$ cat src/common/rt_output_mode_control_defines.svh
`ifndef RT_OUTPUT_MODE_CONTROL_DEFINES_SVH
`define RT_OUTPUT_MODE_CONTROL_DEFINES_SVH

`define CHROMA_CONTROL_TWO_OFFSET      8'h10
`define MODE_DELAY_CONTROL_OFFSET      8'h11
`define REALTIME_OUTPUT_SELECT_OFFSET  8'h12

`define CHROMA_CONTROL_TWO_RESET       8'h00
`define MODE_DELAY_CONTROL_RESET       8'h00
`define REALTIME_OUTPUT_SELECT_RESET   8'h00

`define BLUE_OFFSET_MSB                7
`define BLUE_OFFSET_LSB                6
`define RED_OFFSET_MSB                 5
`define RED_OFFSET_LSB                 4
`define CHROMA_BW_BIT                  3
`define BW_TRADE_MSB                   2
`define COLOUR_FORCE_BIT               7
`define OUT1_INVERT_BIT                6
`define HS_POSITION_MSB                5
`define HS_POSITION_LSB                4
`define OUT0_INVERT_BIT                3
`define LUMA_DELAY_MSB                 2
`define OUT0_SELECT_MSB                3

`define CLK_PERIOD_NS                  100
`define LLC_STEP_NS                    200
`define LLC_STEP_CYCLES                ((`LLC_STEP_NS + `CLK_PERIOD_NS - 1) / `CLK_PERIOD_NS)

`endif

$ cat src/common/rt_output_mode_pkg.sv
package rt_output_mode_pkg;

    typedef enum logic [3:0] {
        SEL_HIGH_Z     = 4'h0,
        SEL_CONST_LOW  = 4'h1,
        SEL_PIXEL_QUAL = 4'h2,
        SEL_HALF_QUAL  = 4'h3,
        SEL_H_LOCK     = 4'h4,
        SEL_FULL_LOCK  = 4'h5,
        SEL_LOCK_COLOUR= 4'h6,
        SEL_RESERVED_A = 4'h7,
        SEL_LINE_REF   = 4'h8,
        SEL_HSYNC      = 4'h9,
        SEL_GATED_REF  = 4'ha,
        SEL_RESERVED_B = 4'hb,
        SEL_VSYNC      = 4'hc,
        SEL_VWINDOW    = 4'hd,
        SEL_ADC_LSB    = 4'he,
        SEL_FIELD      = 4'hf
    } rt_select_type;

    typedef struct packed {
        logic [7:0] addr;
        logic [7:0] wdata;
        logic       wr;
        logic       rd;
    } reg_access_type;

    typedef struct packed {
        logic pixel_qualifier;
        logic hsync;
        logic active_line_ref;
        logic vertical_window;
        logic composite_vsync;
        logic field_parity;
        logic adc_lsb;
        logic h_lock_standard;
        logic h_lock_fast;
        logic v_lock;
        logic colour_detected;
        logic killer_colour_off;
    } timing_in_type;

    typedef struct packed {
        logic [1:0] blue_diff_fine_offset;
        logic [1:0] red_diff_fine_offset;
        logic       chroma_bw_select;
        logic [2:0] luma_chroma_bw_trade;
        logic       colour_enable;
        logic [1:0] hsync_fine_position;
        logic [2:0] luma_delay_comp;
        logic       rt_out1_invert;
    } config_out_type;

endpackage : rt_output_mode_pkg

$ cat src/rtl/rt_output_mode_control.sv
`timescale 1ns/100ps
`include "rt_output_mode_control_defines.svh"

module rt_output_mode_control
    import rt_output_mode_pkg::*;
#(
    parameter int HS_STEPS_MAX = 3
) (
    input  wire logic           clk_in,
    input  wire logic           rst_b_in,
    input  wire reg_access_type reg_in,
    input  wire timing_in_type  timing_in,
    input  wire logic           lock_speed_select_in,
    output logic [7:0]          reg_rdata_out,
    output config_out_type      cfg_out,
    output logic                rt_output_pin0_out,
    output logic                rt_output_pin0_oe_out
);

    localparam int PIPE_LEN = HS_STEPS_MAX * `LLC_STEP_CYCLES;

    typedef struct packed {
        logic [7:0]          chroma_r;
        logic [7:0]          mode_r;
        logic [7:0]          select_r;
        logic [PIPE_LEN-1:0] hs_pipe_r;
        logic                qual_prev_r;
        logic                half_qual_r;
        logic                colour_en_r;
        logic                pin_r;
        logic                pin_oe_r;
        logic [7:0]          rdata_r;
    } state_type;

    state_type st_r;
    state_type st_nxt;

    ////////////////////////////////////////////////////////////////////////////
    // helpers

    // tap of the sync delay line for a given position step count
    function automatic logic hs_tap(input logic [PIPE_LEN-1:0] pipe,
                                    input logic [1:0]          steps,
                                    input logic                now);
        int idx;
        idx = int'(steps) * `LLC_STEP_CYCLES;
        if (idx == 0) begin
            hs_tap = now;
        end else begin
            hs_tap = pipe[idx-1];
        end
    endfunction : hs_tap

    function automatic logic [7:0] reg_read(input state_type s,
                                            input logic [7:0] addr);
        unique case (addr)
            `CHROMA_CONTROL_TWO_OFFSET:     reg_read = s.chroma_r;
            `MODE_DELAY_CONTROL_OFFSET:     reg_read = s.mode_r;
            `REALTIME_OUTPUT_SELECT_OFFSET: reg_read = s.select_r;
            default:                        reg_read = 8'h00;
        endcase
    endfunction : reg_read

    ////////////////////////////////////////////////////////////////////////////
    // field views

    logic [1:0]    hs_pos;
    logic          out0_inv;
    rt_select_type sel0;
    logic          h_lock;
    logic          full_lock;
    logic          lock_colour;
    logic          hs_delayed;
    logic          src;

    assign hs_pos    = st_r.mode_r[`HS_POSITION_MSB:`HS_POSITION_LSB];
    assign out0_inv  = st_r.mode_r[`OUT0_INVERT_BIT];
    assign sel0      = rt_select_type'(st_r.select_r[`OUT0_SELECT_MSB:0]);

    // fast lock reacts sooner but chatters on unstable timebases
    assign h_lock      = lock_speed_select_in ? timing_in.h_lock_fast
                                              : timing_in.h_lock_standard;
    assign full_lock   = h_lock & timing_in.v_lock;
    assign lock_colour = full_lock & timing_in.colour_detected;
    assign hs_delayed  = hs_tap(st_r.hs_pipe_r, hs_pos, timing_in.hsync);

    always_comb begin
        unique case (sel0)
            SEL_HIGH_Z:      src = 1'b0;
            SEL_CONST_LOW:   src = 1'b0;
            SEL_PIXEL_QUAL:  src = timing_in.pixel_qualifier;
            SEL_HALF_QUAL:   src = st_r.half_qual_r;
            SEL_H_LOCK:      src = h_lock;
            SEL_FULL_LOCK:   src = full_lock;
            SEL_LOCK_COLOUR: src = lock_colour;
            SEL_LINE_REF:    src = timing_in.active_line_ref;
            SEL_HSYNC:       src = hs_delayed;
            SEL_GATED_REF:   src = timing_in.active_line_ref
                                 & timing_in.vertical_window;
            SEL_VSYNC:       src = timing_in.composite_vsync;
            SEL_VWINDOW:     src = timing_in.vertical_window;
            SEL_ADC_LSB:     src = timing_in.adc_lsb;
            SEL_FIELD:       src = timing_in.field_parity;
            // reserved codes drive low rather than float
            default:         src = 1'b0;
        endcase
    end

    ////////////////////////////////////////////////////////////////////////////
    // next state

    always_comb begin
        st_nxt = st_r;
        if (reg_in.wr) begin
            unique case (reg_in.addr)
                `CHROMA_CONTROL_TWO_OFFSET:     st_nxt.chroma_r = reg_in.wdata;
                `MODE_DELAY_CONTROL_OFFSET:     st_nxt.mode_r   = reg_in.wdata;
                `REALTIME_OUTPUT_SELECT_OFFSET: st_nxt.select_r = reg_in.wdata;
                default:                        st_nxt.rdata_r  = st_r.rdata_r;
            endcase
        end
        if (reg_in.rd) begin
            st_nxt.rdata_r = reg_read(st_r, reg_in.addr);
        end
        st_nxt.hs_pipe_r   = {st_r.hs_pipe_r[PIPE_LEN-2:0], timing_in.hsync};
        st_nxt.qual_prev_r = timing_in.pixel_qualifier;
        if (timing_in.pixel_qualifier && !st_r.qual_prev_r) begin
            st_nxt.half_qual_r = !st_r.half_qual_r;
        end
        st_nxt.colour_en_r = st_r.mode_r[`COLOUR_FORCE_BIT]
                           | !timing_in.killer_colour_off;
        st_nxt.pin_r    = src ^ out0_inv;
        st_nxt.pin_oe_r = (sel0 != SEL_HIGH_Z);
    end

    always_ff @(posedge clk_in or negedge rst_b_in) begin
        if (!rst_b_in) begin
            st_r          <= '0;
            st_r.chroma_r <= `CHROMA_CONTROL_TWO_RESET;
            st_r.mode_r   <= `MODE_DELAY_CONTROL_RESET;
            st_r.select_r <= `REALTIME_OUTPUT_SELECT_RESET;
        end else begin
            st_r <= st_nxt;
        end
    end

    ////////////////////////////////////////////////////////////////////////////
    // outputs

    assign reg_rdata_out         = st_r.rdata_r;
    assign rt_output_pin0_out    = st_r.pin_r;
    assign rt_output_pin0_oe_out = st_r.pin_oe_r;

    assign cfg_out.blue_diff_fine_offset = st_r.chroma_r[`BLUE_OFFSET_MSB:`BLUE_OFFSET_LSB];
    assign cfg_out.red_diff_fine_offset  = st_r.chroma_r[`RED_OFFSET_MSB:`RED_OFFSET_LSB];
    assign cfg_out.chroma_bw_select      = st_r.chroma_r[`CHROMA_BW_BIT];
    assign cfg_out.luma_chroma_bw_trade  = st_r.chroma_r[`BW_TRADE_MSB:0];
    assign cfg_out.colour_enable         = st_r.colour_en_r;
    assign cfg_out.rt_out1_invert        = st_r.mode_r[`OUT1_INVERT_BIT];
    assign cfg_out.hsync_fine_position   = hs_pos;
    // two's complement, read as signed steps by the luma path
    assign cfg_out.luma_delay_comp       = st_r.mode_r[`LUMA_DELAY_MSB:0];

    ////////////////////////////////////////////////////////////////////////////
    // checks

    a_high_z_idle: assert property (@(posedge clk_in) disable iff (!rst_b_in)
        sel0 == SEL_HIGH_Z |=> !rt_output_pin0_oe_out)
        else $error("pin driven while high-z selected");

    a_const_low_drive: assert property (@(posedge clk_in) disable iff (!rst_b_in)
        sel0 == SEL_CONST_LOW |=> rt_output_pin0_oe_out
                                  && rt_output_pin0_out == $past(out0_inv))
        else $error("constant low code wrong");

    a_lock_select: assert property (@(posedge clk_in) disable iff (!rst_b_in)
        sel0 == SEL_H_LOCK && lock_speed_select_in && !out0_inv
        |=> rt_output_pin0_out == $past(timing_in.h_lock_fast))
        else $error("fast lock not selected");

    a_lock_colour_and: assert property (@(posedge clk_in) disable iff (!rst_b_in)
        sel0 == SEL_LOCK_COLOUR && !timing_in.colour_detected
        |=> rt_output_pin0_out == $past(out0_inv))
        else $error("lock flag high without colour");

    a_gated_ref_and: assert property (@(posedge clk_in) disable iff (!rst_b_in)
        sel0 == SEL_GATED_REF && !timing_in.vertical_window && out0_inv
        |=> rt_output_pin0_out)
        else $error("line reference not gated");

    a_hs_fine_delay: assert property (@(posedge clk_in) disable iff (!rst_b_in)
        sel0 == SEL_HSYNC && hs_pos == 2'd2 && !out0_inv
        |=> rt_output_pin0_out == $past(timing_in.hsync, 5))
        else $error("sync position delay wrong");

    a_half_rate_toggle: assert property (@(posedge clk_in) disable iff (!rst_b_in)
        timing_in.pixel_qualifier && !st_r.qual_prev_r
        |=> st_r.half_qual_r != $past(st_r.half_qual_r))
        else $error("half-rate qualifier missed toggle");

    a_colour_forced: assert property (@(posedge clk_in) disable iff (!rst_b_in)
        st_r.mode_r[`COLOUR_FORCE_BIT] |=> cfg_out.colour_enable)
        else $error("colour not forced on");

    a_mode_write: assert property (@(posedge clk_in) disable iff (!rst_b_in)
        reg_in.wr && reg_in.addr == `MODE_DELAY_CONTROL_OFFSET
        |=> cfg_out.luma_delay_comp == $past(reg_in.wdata[2:0]))
        else $error("mode register write lost");

    a_pixel_qual_pass: assert property (@(posedge clk_in) disable iff (!rst_b_in)
        sel0 == SEL_PIXEL_QUAL
        |=> rt_output_pin0_out == ($past(timing_in.pixel_qualifier) ^ $past(out0_inv)))
        else $error("pixel qualifier not on pin");

    a_half_qual_pass: assert property (@(posedge clk_in) disable iff (!rst_b_in)
        sel0 == SEL_HALF_QUAL
        |=> rt_output_pin0_out == ($past(st_r.half_qual_r) ^ $past(out0_inv)))
        else $error("half-rate qualifier not on pin");

    a_lock_standard: assert property (@(posedge clk_in) disable iff (!rst_b_in)
        sel0 == SEL_H_LOCK && !lock_speed_select_in
        |=> rt_output_pin0_out == ($past(timing_in.h_lock_standard) ^ $past(out0_inv)))
        else $error("standard lock not selected");

    a_h_lock_pass: assert property (@(posedge clk_in) disable iff (!rst_b_in)
        sel0 == SEL_H_LOCK
        |=> rt_output_pin0_out == ($past(h_lock) ^ $past(out0_inv)))
        else $error("lock indicator not on pin");

    a_full_lock_and: assert property (@(posedge clk_in) disable iff (!rst_b_in)
        sel0 == SEL_FULL_LOCK
        |=> rt_output_pin0_out == ($past(h_lock & timing_in.v_lock) ^ $past(out0_inv)))
        else $error("full lock flag wrong");

    a_line_ref_pass: assert property (@(posedge clk_in) disable iff (!rst_b_in)
        sel0 == SEL_LINE_REF
        |=> rt_output_pin0_out == ($past(timing_in.active_line_ref) ^ $past(out0_inv)))
        else $error("line reference not on pin");

    a_hsync_no_shift: assert property (@(posedge clk_in) disable iff (!rst_b_in)
        sel0 == SEL_HSYNC && hs_pos == 2'd0
        |=> rt_output_pin0_out == ($past(timing_in.hsync) ^ $past(out0_inv)))
        else $error("unshifted sync wrong");

    a_hs_max_delay: assert property (@(posedge clk_in) disable iff (!rst_b_in)
        sel0 == SEL_HSYNC && hs_pos == 2'd3
        |=> rt_output_pin0_out == ($past(timing_in.hsync, 7) ^ $past(out0_inv)))
        else $error("largest sync shift wrong");

    a_gated_ref_pass: assert property (@(posedge clk_in) disable iff (!rst_b_in)
        sel0 == SEL_GATED_REF
        |=> rt_output_pin0_out == ($past(timing_in.active_line_ref & timing_in.vertical_window) ^ $past(out0_inv)))
        else $error("gated reference wrong");

    a_vsync_pass: assert property (@(posedge clk_in) disable iff (!rst_b_in)
        sel0 == SEL_VSYNC
        |=> rt_output_pin0_out == ($past(timing_in.composite_vsync) ^ $past(out0_inv)))
        else $error("vertical sync not on pin");

    a_vwindow_pass: assert property (@(posedge clk_in) disable iff (!rst_b_in)
        sel0 == SEL_VWINDOW
        |=> rt_output_pin0_out == ($past(timing_in.vertical_window) ^ $past(out0_inv)))
        else $error("vertical window not on pin");

    a_adc_lsb_pass: assert property (@(posedge clk_in) disable iff (!rst_b_in)
        sel0 == SEL_ADC_LSB
        |=> rt_output_pin0_out == ($past(timing_in.adc_lsb) ^ $past(out0_inv)))
        else $error("converter bit not on pin");

    a_field_pass: assert property (@(posedge clk_in) disable iff (!rst_b_in)
        sel0 == SEL_FIELD
        |=> rt_output_pin0_out == ($past(timing_in.field_parity) ^ $past(out0_inv)))
        else $error("field parity not on pin");

    a_reserved_low: assert property (@(posedge clk_in) disable iff (!rst_b_in)
        sel0 == SEL_RESERVED_A || sel0 == SEL_RESERVED_B
        |=> rt_output_pin0_out == $past(out0_inv))
        else $error("reserved code not low");

    a_drive_enable: assert property (@(posedge clk_in) disable iff (!rst_b_in)
        sel0 != SEL_HIGH_Z
        |=> rt_output_pin0_oe_out)
        else $error("pin not driven");

    a_killer_active: assert property (@(posedge clk_in) disable iff (!rst_b_in)
        !st_r.mode_r[`COLOUR_FORCE_BIT]
        |=> cfg_out.colour_enable == !$past(timing_in.killer_colour_off))
        else $error("colour killer ignored");

    a_blue_offset: assert property (@(posedge clk_in) disable iff (!rst_b_in)
        reg_in.wr && reg_in.addr == `CHROMA_CONTROL_TWO_OFFSET
        |=> cfg_out.blue_diff_fine_offset == $past(reg_in.wdata[7:6]))
        else $error("blue offset write lost");

    a_red_offset: assert property (@(posedge clk_in) disable iff (!rst_b_in)
        reg_in.wr && reg_in.addr == `CHROMA_CONTROL_TWO_OFFSET
        |=> cfg_out.red_diff_fine_offset == $past(reg_in.wdata[5:4]))
        else $error("red offset write lost");

    a_chroma_bw: assert property (@(posedge clk_in) disable iff (!rst_b_in)
        reg_in.wr && reg_in.addr == `CHROMA_CONTROL_TWO_OFFSET
        |=> cfg_out.chroma_bw_select == $past(reg_in.wdata[3]))
        else $error("chroma bandwidth write lost");

    a_bw_trade: assert property (@(posedge clk_in) disable iff (!rst_b_in)
        reg_in.wr && reg_in.addr == `CHROMA_CONTROL_TWO_OFFSET
        |=> cfg_out.luma_chroma_bw_trade == $past(reg_in.wdata[2:0]))
        else $error("bandwidth trade write lost");

    a_out1_invert: assert property (@(posedge clk_in) disable iff (!rst_b_in)
        reg_in.wr && reg_in.addr == `MODE_DELAY_CONTROL_OFFSET
        |=> cfg_out.rt_out1_invert == $past(reg_in.wdata[6]))
        else $error("second output polarity lost");

    a_out0_invert: assert property (@(posedge clk_in) disable iff (!rst_b_in)
        reg_in.wr && reg_in.addr == `MODE_DELAY_CONTROL_OFFSET
        |=> out0_inv == $past(reg_in.wdata[3]))
        else $error("first output polarity lost");

    a_hs_pos_write: assert property (@(posedge clk_in) disable iff (!rst_b_in)
        reg_in.wr && reg_in.addr == `MODE_DELAY_CONTROL_OFFSET
        |=> cfg_out.hsync_fine_position == $past(reg_in.wdata[5:4]))
        else $error("sync position write lost");

    a_select_write: assert property (@(posedge clk_in) disable iff (!rst_b_in)
        reg_in.wr && reg_in.addr == `REALTIME_OUTPUT_SELECT_OFFSET
        |=> sel0 == $past(reg_in.wdata[3:0]))
        else $error("select write lost");

    a_select_read: assert property (@(posedge clk_in) disable iff (!rst_b_in)
        reg_in.rd && reg_in.addr == `REALTIME_OUTPUT_SELECT_OFFSET
        |=> reg_rdata_out == $past(st_r.select_r))
        else $error("select readback wrong");

    a_mode_read: assert property (@(posedge clk_in) disable iff (!rst_b_in)
        reg_in.rd && reg_in.addr == `MODE_DELAY_CONTROL_OFFSET
        |=> reg_rdata_out == $past(st_r.mode_r))
        else $error("mode readback wrong");

    a_unmapped_ignored: assert property (@(posedge clk_in) disable iff (!rst_b_in)
        reg_in.wr && reg_in.addr > `REALTIME_OUTPUT_SELECT_OFFSET
        |=> $stable(st_r.chroma_r) && $stable(st_r.mode_r) && $stable(st_r.select_r))
        else $error("unmapped write changed a register");

endmodule : rt_output_mode_control

$ cat config.mk
export PLATFORM = sky130hd
export DESIGN_NAME = rt_output_mode_control
export DESIGN_NICKNAME = d
export VERILOG_FILES = /design/src/common/rt_output_mode_pkg.sv /design/src/rtl/rt_output_mode_control.sv
export VERILOG_INCLUDE_DIRS = /design/src /design/src/common
export SDC_FILE = /design/constraint.sdc
export NUM_CORES = 1
export LEC_CHECK = 0
export BUFFER_PORTS_ARGS = -buffer_cell sky130_fd_sc_hd__clkbuf_2
export CORE_MARGIN = 2
export CORE_UTILIZATION = 55
export CTS_BUF_LIST = sky130_fd_sc_hd__clkbuf_16
export CTS_CLUSTER_SIZE = 8
export DETAILED_ROUTE_END_ITERATION = 6
export PLACE_DENSITY_LB_ADDON = 0.1
export SYNTH_ARGS = -nofsm -noshare
export SYNTH_HDL_FRONTEND = slang
export SYNTH_SLANG_ARGS = --single-unit
$ cat constraint.sdc
create_clock -name clk_in -period 4 [get_ports clk_in]
set_clock_uncertainty 0.2 [all_clocks]
set_input_delay 0.4 -clock clk_in [delete_from_list [all_inputs] [get_ports clk_in]]
set_output_delay 0.4 -clock clk_in [all_outputs]
set_load 0.02 [all_outputs]
==> summary.md, run 1 <==
The flow ran to the end, and the final reports show no timing, DRC or antenna violations. The tools report the root buffer cell as clkbuf_16. The relative slew slack is 0.294, and the fraction of power consumed by the clock network is 0.430. The initial antenna violation count is 0. The sequential fraction of design power is 0.467. For this design, the CTS-stage hold fixing added 0 buffers. The total negative slack for setup checks was 0 ns.

The count of antenna-violating nets left after detailed routing was 0. For the pin count of the biggest net entering global routing, the log shows 44. The core area was 3720 sq um. The classification of the worst setup path is flop to flop. The logs give 0 for the total of cells resized after clock tree synthesis and 58 for the number of placed I/O pins. Yosys mapped a number of flops with a built-in enable equal to 0. The run gives 93 as the number of design-rule violations left by the first detailed-router iteration. For this design, the slowest cell found on the critical path is dfrtp_1. The run gives 1475 as the via count of the first global-routing pass.

The logs give 0 for the number of pins with negative max-slew slack in the final report and 0 for the number of maximum-capacitance constraint violations. In this run the core area contains 22 standard-cell rows. Clock-pin slew was measured on the worst setup and hold paths at 0.05 ns.

The first TritonRoute pass finished after 4 iterations. Kind of start point of the critical path: a flop. Routed wire length: 4.21 mm. For the final standard cell utilization of the core, the log shows 0.664.

The combinational share of power is 0.103, and the share of total power consumed by net switching is 0.220. The run gives 0.200 mV as the worst supply voltage drop on vdd. The share of flip-flops with an asynchronous set or reset after synthesis was 1.00.

The internal power consumption came out at 0.797 mW. For the antenna diode count, the log shows 0. STA puts the critical path data required time at 3.96 ns. The average cell area after synthesis is 12.0 sq um, and the die outline width is 66.8 um. The clock period could shrink to 2.31 ns. Of all nets on the critical path, the largest fanout is 6. The worst hold path begins at timing_in[10]. The Yosys step of the flow raised 0 warnings.

The run gives 0.28 ns as the clock latency reported for the late side of the worst-skew pair. The number of setup buffers added after CTS was 0; the post-synthesis instance area was 2170 sq um. For this run, the top clock speed supported by timing is 0.433 GHz.

The growth of design area from synthesis to finish is 13.7%. Setup repair after global routing left no endpoint under its margin. Once detailed placement completed, the half-perimeter wirelength came to 2.85 mm. The most used flip-flop cell after synthesis was dfrtp_1.

The CTS H-tree depth is 2, and the ratio of cells with drive above 1 in the final layout is 0.442. The number of port buffers was 57; the post-synth net total was 215. The synthesized netlist contains 35 unique library cells. At the pin with the least slew margin, the transition time is 1.06 ns. The floorplan die area came out at 4470 sq um. In this run, synthesis produced a sequential element count of 43. The critical path capture point type is a flop. The power density over cell area is 414 nW/um^2. The first global-routing pass estimated 7.05 mm of wire. TritonCTS built the clock tree. For the final layout net count, the log shows 249. The count of clock tree sinks is 43, and the final clock period utilization by the worst path is 0.578. The biggest cell delay along the critical path was 0.43 ns; the setup-violating endpoint count in the final report was 0.

From bottom edge to top edge, the die measures 66.8 um. The worst register-to-register path begins at cfg_out[4]. The number of standard cells after synthesis was 181; the global placement routability congestion was 0.716. The number of remaining DRC errors came out at 0. The tightest min-delay check is of the input port to flop type. The routed layout has 1429 vias. Counting along the longest clock path gives a buffer depth of 2.

Global routing finished with a remaining overflow of 0. For the leakage power figure, the log shows 1.25 nW. Dividing the detail-routed wire length by the instance count gives 16.0 um. For this design the total switching power over the nets is 0.225 mW. The total routing usage reported by global routing is 0.219, and the initial cell density of the core is 0.584. Ratio of routed vias to standard cells: 5.43. Clock buffer count from CTS: 5. The number of failing hold endpoints at the final stage is 0.

The beginning of the critical path is cfg_out[4]. Walking the worst path, the cells encountered are inv_1 > ha_1 > mux2_2 > a221oi_1 > o21ai_0 > o311a_1. For the share of synthesized area occupied by flip-flops and latches, the log shows 0.496. STA puts the critical path data arrival time at 2.27 ns.
worst max-delay path: cells and delay by family (launching register included):
kind	cells	cell delay [ns]
buffers and inverters	1	0.07
flip-flops	1	0.43
AO/OA/AOI/OAI	3	0.85
multiplexers	1	0.33
adder cells (fa/ha/maj)	1	0.31
area by class of cell:
type	count	area [sq um]
Sequential cell	43	1080
Clock inverter	2	33.8
Clock buffer	5	125
Timing Repair Buffer	57	285
Inverter	11	41.3
Multi-Input combinational cell	97	846
Fill cell	297	1250
Tap cell	48	60.1
cell usage in the layout, fill, tap and decap left out, drive strengths merged, types with 2 or more instances in the layout:
cell,instances
a21oi,8
clkbuf,62
dfrtp,43
inv,12
mux2,26
mux2i,11
nand2,2
nand2b,7
nand3,6
nand4b,2
nor2,8
nor2b,3
o22ai,8
path summary, 6_finish.rpt:
kind,endpoint,slack [ns],cells after the start
worst max-delay path,rt_output_pin0_out,1.69,6
worst min-delay path,st_nxt[14],0.03,1
worst max register to register,rt_output_pin0_out,1.69,6
worst min register to register,st_nxt[17],0.15,0
max in group asynchronous,st_r[12],2.85,1
min in group asynchronous,st_nxt[17],0.11,1
flip-flops by register name, summed over array words and instances (netlist names):
register	count
out0_inv	1
reg_rdata_out	8
rt_output_pin0_out	1
sel0	4
st_nxt	5
st_r	8
cfg_out	15
rt_output_pin0_oe_out	1
metal layers:
| layer | vias to the layer above | GRT usage | routed length (um) |
|---|---|---|---|
| met1 | 706 | 0.272 | 1740 |
| met5 | - | 0 | 0 |
| met4 | 0 | 0.0689 | 57 |
| met2 | 35 | 0.378 | 2220 |
| li1 | 681 | - | - |
| met3 | 7 | 0.0524 | 197 |
logic make-up (layout without fill, tap and decap cells):
logic type / count (synthesis) / count (layout) / share of synthesized area
adders and majority gates: 1 / 1 / 0.00576
buffers and inverters: 41 / 75 / 0.115
DFF: 43 / 43 / 0.496
muxes: 37 / 37 / 0.199
xor gates and xnor gates: 1 / 1 / 0.00404
and+or+nand+nor: 35 / 35 / 0.111
AOI/OAI and AO/OA: 23 / 23 / 0.0692
Yosys cell counts, types with 2 or more instances:
| master | count | area [sq um] |
|---|---|---|
| dfrtp_1 | 43 | 1080 |
| buf_4 | 23 | 173 |
| mux2_2 | 18 | 203 |
| inv_1 | 11 | 41.3 |
| mux2i_1 | 11 | 110 |
| a21oi_1 | 8 | 40.0 |
| mux2_4 | 8 | 120 |
| nor2_1 | 8 | 30.0 |
| o22ai_1 | 8 | 50.1 |
| nand2b_1 | 7 | 43.8 |
| clkbuf_1 | 5 | 18.8 |
| nand3_1 | 5 | 25.0 |
| nor2b_1 | 3 | 18.8 |
| nand2_1 | 2 | 7.51 |
power groups by stage:
| stage | combinational (mW) | sequential (mW) | clock [mW] |
|---|---|---|---|
| global route | 0.116 | 0.480 | 0.466 |
| global placement | 0.103 | 0.483 | 0 |
| CTS | 0.107 | 0.477 | 0.446 |
| floorplan | 0.0707 | 0.482 | 0 |
| detailed placement | 0.106 | 0.484 | 0 |
| finish | 0.105 | 0.477 | 0.440 |
metrics by stage:
step	cells	hold WS, ns	worst slack, ns	instance area (sq um)	power, mW
2_1_floorplan	181	-0.0956	1.85	2170	0.553
3_3_place_gp	256	0.135	1.49	2310	0.587
3_5_place_dp	256	0.136	1.44	2310	0.590
4_1_cts	263	0.0319	1.66	2470	1.03
5_1_grt	263	0.0446	1.56	2470	1.06
6_report	263	0.0345	1.69	2470	1.02
Power figures use the tool's default switching activity.
==> run 2: changes to the inputs <==
--- a/config.mk
+++ b/config.mk
@@ -8,7 +8,7 @@
 export LEC_CHECK = 0
 export BUFFER_PORTS_ARGS = -buffer_cell sky130_fd_sc_hd__clkbuf_2
 export CORE_MARGIN = 2
-export CORE_UTILIZATION = 55
+export CORE_UTILIZATION = 47
 export CTS_BUF_LIST = sky130_fd_sc_hd__clkbuf_16
 export CTS_CLUSTER_SIZE = 8
 export DETAILED_ROUTE_END_ITERATION = 6
==> constraint.sdc (replaced) <==
create_clock -name clk_in -period 2.1 [get_ports clk_in]
set_clock_uncertainty 0.2 [all_clocks]
set_input_delay 0.21 -clock clk_in [delete_from_list [all_inputs] [get_ports clk_in]]
set_output_delay 0.21 -clock clk_in [all_outputs]
set_load 0.02 [all_outputs]
==> summary.md, run 2 (synthesized netlist as in run 1, its figures left out) <==
Final HPWL from detailed placement: 3.21 mm (was 2.85 mm). The core area is 4410 sq um (was 3720 sq um), and the number of setup buffers added after CTS is 0 (unchanged). The minimum hold slack was -0.000641 ns (was 0.0345 ns). The total chip power was 1.86 mW (was 1.02 mW). The worst setup margin is 0.0933 ns (was 1.69 ns), and the residual overflow from global routing is 0 (unchanged).

The number of cells on the worst reg-to-reg path is 6 (unchanged). The depth of the worst hold-timing path came out at 2 (was 1). TritonCTS built the clock tree. Routed wire length: 4.47 mm (was 4.21 mm). Classification of the worst setup path: flop to flop (unchanged).

The initial cell density of the core was 0.492 (was 0.584). For the via count of the first global-routing pass, the log shows 1525 (was 1475). The final reports fail on hold timing.

Worst-margin pin slew: 0.372 ns (was 1.06 ns). The tools report the setup slack after placement as -0.00982 ns (was 1.44 ns). For the signal arrival time at the worst endpoint, the log shows 1.97 ns (was 2.27 ns). The growth of design area from synthesis to finish works out to 21.7% (was 13.7%). Number of port buffers: 57 (unchanged).

The flip-flop count of the largest register after layout came out at 15 (unchanged). Most frequent cells in the layout: clkbuf_2, dfrtp_1, mux2_2 (unchanged). The floorplan die height was 72.0 um (was 66.8 um). The flow ran to the end, but the final reports show violations. For the CTS H-tree depth, the log shows 2 (unchanged). Root buffer cell: clkbuf_16 (unchanged).

The run gives 0.188 (was 0.219) as the total routing usage reported by global routing. The worst setup slack for register-to-register paths is 0.09 ns (was 1.69 ns), and the number of fillers in the final layout is 389 (was 297). The tools report the kind of start point of the critical path as a flop (unchanged). The run gives 0.498 GHz (was 0.433 GHz) as the upper clock frequency limit. The run gives 24 (was 22) as the cell row count. The worst supply voltage drop on vdd was 0.443 mV (was 0.200 mV); the initial antenna violation count was 0 (unchanged). Number of failing hold endpoints at the final stage: 2 (was 0). Clock latency reported for the late side of the worst-skew pair: 0.28 ns (about the same). The path category of the worst min-delay check was input port to flop (unchanged). The ratio of routed vias to standard cells is 5.24 (was 5.43).

The number of remaining DRC errors came out at 0 (unchanged). The number of design-rule violations left by the first detailed-router iteration was 75 (was 93). Die outline width: 72.0 um (was 66.8 um).

Critical path capture point type: a flop (unchanged). The tools report the maximum buffer depth of the clock tree as 2 (unchanged). The setup-violating endpoint count in the final report was 0 (unchanged); the post-CTS clock slew at the launch and capture registers of the worst setup and hold paths was 0.05 ns (about the same). The count of antenna-violating nets left after detailed routing is 0 (unchanged), and the detailed-routing iteration count for the pre-antenna-repair pass is 4 (unchanged).

The biggest fanout along the worst timing path was 2 (was 6); the number of pins with negative max-slew slack in the final report was 0 (unchanged). Leakage power figure: 1.33 nW (was 1.25 nW). The total via count after detailed routing came out at 1498 (was 1429).

The antenna diode count is 0 (unchanged), and the power density over cell area is 704 nW/um^2 (was 414 nW/um^2). The pin count of the biggest net entering global routing was 25 (was 44); the final clock period utilization by the worst path was 0.956 (was 0.578). Number of placed I/O pins: 58 (unchanged). The average wire per standard cell was 15.6 um (was 16.0 um). Required time of the worst setup path: 2.06 ns (was 3.96 ns). Commonest non-fill, non-tap cell in the layout: clkbuf_2 (unchanged). Final critical path time including I/O delays and setup: 2.01 ns (was 2.31 ns). The wire length of the first global-routing pass is 7.30 mm (was 7.05 mm). The tools report the final layout net count as 267 (was 249). Setup repair after global routing left no endpoint under its margin. Count of clock tree sinks: 43 (unchanged).

The number of maximum-capacitance constraint violations came out at 0 (unchanged). The run gives 0 ns (unchanged) as the total negative slack for setup checks. For the clock buffer count from CTS, the log shows 5 (unchanged). The global placement routability congestion is 0.778 (was 0.716), and the floorplan die area is 5180 sq um (was 4470 sq um). The run gives 0.749 (was 0.294) as the relative slew slack. The ratio of cells with drive above 1 in the final layout works out to 0.444 (was 0.442).
==> run 2: final timing paths <==
kind	startpoint	end
setup / recovery	cfg_out[4]	rt_output_pin0_out
hold / removal	reg_in[6]	st_r[23]
setup reg to reg	cfg_out[4]	rt_output_pin0_out
hold reg to reg	st_nxt[18]	st_r[18]
max in group asynchronous	rst_b_in	out0_inv
min in group asynchronous	rst_b_in	cfg_out[6]
==> run 2: routing by layer <==
metal | up-vias | GRT usage | wire length, um
met5 | - | 0 | 0
met4 | 0 | 0.0985 | 99
met3 | 9 | 0.0417 | 260
met2 | 50 | 0.292 | 2130
met1 | 728 | 0.247 | 1980
li1 | 711 | - | -
==> run 2: where the power goes <==
group / internal, mW / total [mW] / leakage (nW) / switching [mW]
sequential: 0.874 / 0.909 / 0.574 / 0.0348
clock: 0.427 / 0.717 / 0.0701 / 0.290
combinational: 0.117 / 0.233 / 0.689 / 0.115
total: 1.42 / 1.86 / 1.33 / 0.440
==> run 2: metrics by stage <==
stage,util,cells,cell area (sq um)
after detailed placement,0.541,268,2390
after global routing,0.598,286,2640
after floorplan,-,181,2170
after global placement,0.541,268,2390
final,0.598,286,2640
after CTS,0.596,286,2630
==> run 2: critical path: stages (launching register included) <==
cell and delay, ns:
dfrtp_1 0.34, inv_1 0.07, ha_4 0.27, mux2_2 0.33, a221oi_2 0.27, o21ai_1 0.11
o311a_1 0.30
==> run 2: what timing repair did <==
action	4_1_cts	5_1_grt
hold buffers	10	0
pin swaps	0	1
endpoints found under the setup margin	1	1
cloned	0	0
endpoints found under the hold margin	61	0
resized for setup	1	2
==> run 2: area by class of cell <==
type / instances / area (sq um) / share of cell area
clock buffers: 5 / 125 / 0.0474
clock inverters: 3 / 11.3 / 0.00426
inverters: 11 / 41.3 / 0.0156
multi-input cells: 97 / 865 / 0.327
flip-flops and latches: 43 / 1080 / 0.407
well taps: 52 / 65.1 / 0.0246
repair buffers: 75 / 458 / 0.173
==> run 3: changes to the inputs <==
--- a/config.mk
+++ b/config.mk
@@ -12,6 +12,7 @@
 export CTS_BUF_LIST = sky130_fd_sc_hd__clkbuf_16
 export CTS_CLUSTER_SIZE = 8
 export DETAILED_ROUTE_END_ITERATION = 6
+export MAX_ROUTING_LAYER = met4
 export PLACE_DENSITY_LB_ADDON = 0.1
 export SYNTH_ARGS = -nofsm -noshare
 export SYNTH_HDL_FRONTEND = slang
==> summary.md, run 3 (synthesized netlist as in run 1, its figures left out) <==
The tools report the clock buffer count from CTS as 5 (unchanged). Initial antenna violation count: 0 (unchanged). TritonCTS built the clock tree.

Root buffer cell: clkbuf_16 (unchanged). The tools report the number of setup buffers added after CTS as 0 (unchanged). For the post-placement cell area, the log shows 2390 sq um (unchanged). For the count of antenna-violating nets left after detailed routing, the log shows 0 (unchanged). Most frequent cells in the layout: clkbuf_2, dfrtp_1, mux2_2 (unchanged). The maximum buffer depth of the clock tree is 2 (unchanged). The commonest non-fill, non-tap cell in the layout was clkbuf_2 (unchanged).

The number of failing hold endpoints at the final stage came out at 0 (was 2). The number of placed I/O pins was 58 (unchanged). The number of port buffers was 57 (unchanged).

The logs give 43 (unchanged) for the count of clock tree sinks and 3.21 mm (unchanged) for the final HPWL from detailed placement. The total negative slack for setup checks came out at 0 ns (unchanged). The leakage power figure came out at 1.33 nW (unchanged). The floorplan die height was 72.0 um (unchanged); the relative slew slack was 0.749 (about the same). The average wire per standard cell was 15.6 um (about the same); the post-CTS clock slew at the launch and capture registers of the worst setup and hold paths was 0.05 ns (about the same). The cell row count is 24 (unchanged), and the core area is 4410 sq um (unchanged). The pin count of the biggest net entering global routing came out at 25 (unchanged).

The kind of start point of the critical path was a flop (unchanged). Setup repair after global routing left no endpoint under its margin. The logs give 0 (unchanged) for the setup-violating endpoint count in the final report and 1500 (was 1498) for the total via count after detailed routing. The global placement routability congestion is 0.788 (was 0.778).

Initial cell density of the core: 0.492 (unchanged). The detailed-routing iteration count for the pre-antenna-repair pass was 4 (unchanged). Classification of the worst setup path: flop to flop (unchanged).

Required time of the worst setup path: 2.06 ns (about the same). The tools report the critical path capture point type as a flop (unchanged). The ratio of routed vias to standard cells is 5.24 (about the same), and the signal arrival time at the worst endpoint is 1.97 ns (about the same).

For the number of maximum-capacitance constraint violations, the log shows 0 (unchanged). The number of pins with negative max-slew slack in the final report is 0 (unchanged). CTS H-tree depth: 2 (unchanged). Antenna diode count: 0 (unchanged). Via count of the first global-routing pass: 1528 (was 1525). The power density over cell area works out to 703 nW/um^2 (was 704 nW/um^2).

The path category of the worst min-delay check was input port to flop (unchanged). The tools report the clock latency reported for the late side of the worst-skew pair as 0.28 ns (about the same). The tools report the floorplan die area as 5180 sq um (unchanged). Biggest cell delay along the critical path: 0.34 ns (about the same).

The final critical path time including I/O delays and setup is 2.01 ns (about the same). The final standard cell utilization of the core is 0.598 (unchanged). Cell with the largest stage delay on the worst path: dfrtp_1 (unchanged). The flip-flop count of the largest register after layout was 15 (unchanged); the upper clock frequency limit was 0.498 GHz (about the same). Wire length of the first global-routing pass: 7.31 mm (was 7.30 mm). The growth of design area from synthesis to finish is 21.7% (unchanged), and the final clock period utilization by the worst path is 0.956 (about the same). The total chip power is 1.86 mW (about the same). For the total routing usage reported by global routing, the log shows 0.193 (was 0.188).

The worst-margin pin slew is 0.372 ns (about the same). The tools report the number of remaining DRC errors as 0 (unchanged). The tools report the final design area excluding fillers as 2640 sq um (unchanged).

The residual overflow from global routing came out at 0 (unchanged). The number of design-rule violations left by the first detailed-router iteration came out at 73 (was 75). The run finished with clean final reports. Chain of cells forming the critical path: inv_1 > ha_4 > mux2_2 > a221oi_2 > o21ai_1 > o311a_1 (unchanged).

The ratio of cells with drive above 1 in the final layout is 0.444 (unchanged). The biggest fanout along the worst timing path is 2 (unchanged), and the routed wire length is 4.46 mm (was 4.47 mm). The worst supply voltage drop on vdd was 0.443 mV (about the same); the die outline width was 72.0 um (unchanged). The run gives 267 (unchanged) as the final layout net count.
## run 3: timing repair
| item | CTS | global route |
|---|---|---|
| endpoints found under the hold margin | 61 | 0 |
| setup endpoints to repair | 1 | 1 |
| gates cloned | 0 | 0 |
| gates resized for setup | 1 | 2 |
| hold buffers | 10 | 0 |
| pin swaps | 0 | 1 |
## run 3: power breakdown
| group | leakage, nW | switching, mW | internal [mW] |
|---|---|---|---|
| sequential | 0.574 | 0.0348 | 0.874 |
| clock | 0.0701 | 0.287 | 0.427 |
| combinational | 0.689 | 0.115 | 0.117 |
| total | 1.33 | 0.437 | 1.42 |
## run 3: worst max-delay path, delay by kind of cell (launching register included)
kind                       cells  cell delay (ns)
AOI/OAI and AO/OA              3             0.68
DFF                            1             0.34
muxes                          1             0.33
adders and majority gates      1             0.27
buffers and inverters          1             0.07
## run 3: final timing paths
kind                            start                  to  slack, ns  depth (start not counted)
setup / recovery           cfg_out[4]  rt_output_pin0_out       0.09                          6
hold / removal              reg_in[6]            st_r[23]     0.0008                          2
setup reg to reg           cfg_out[4]  rt_output_pin0_out       0.09                          6
hold reg to reg            st_nxt[18]            st_r[18]       0.15                          0
max in group asynchronous    rst_b_in            out0_inv       1.20                          3
min in group asynchronous    rst_b_in          cfg_out[6]       0.23                          3
## run 3: final cells by class
type                    count  area (sq um)
clock buffers               5           125
clock inverters             3          11.3
fillers                   389          1770
inverters                  11          41.3
multi-input cells          97           865
flip-flops and latches     43          1080
well taps                  52          65.1
repair buffers             75           458
## run 3: stage by stage
step	worst slack, ns	instances	hold slack (ns)
final	0.0933	286	0.000789
after global routing	0.0149	286	0.0113
after global placement	0.0371	268	-0.00641
after detailed placement	-0.00982	268	0.00351
after floorplan	0.0180	181	-0.286
after CTS	0.0380	286	0.000268
## run 3: routing by layer
layer | part of all wire | wire [um] | GRT usage
met3 | 0.058 | 257 | 0.0417
met1 | 0.44 | 1970 | 0.247
met4 | 0.023 | 101 | 0.0985
met2 | 0.48 | 2140 | 0.292
met5 | 0 | 0 | -
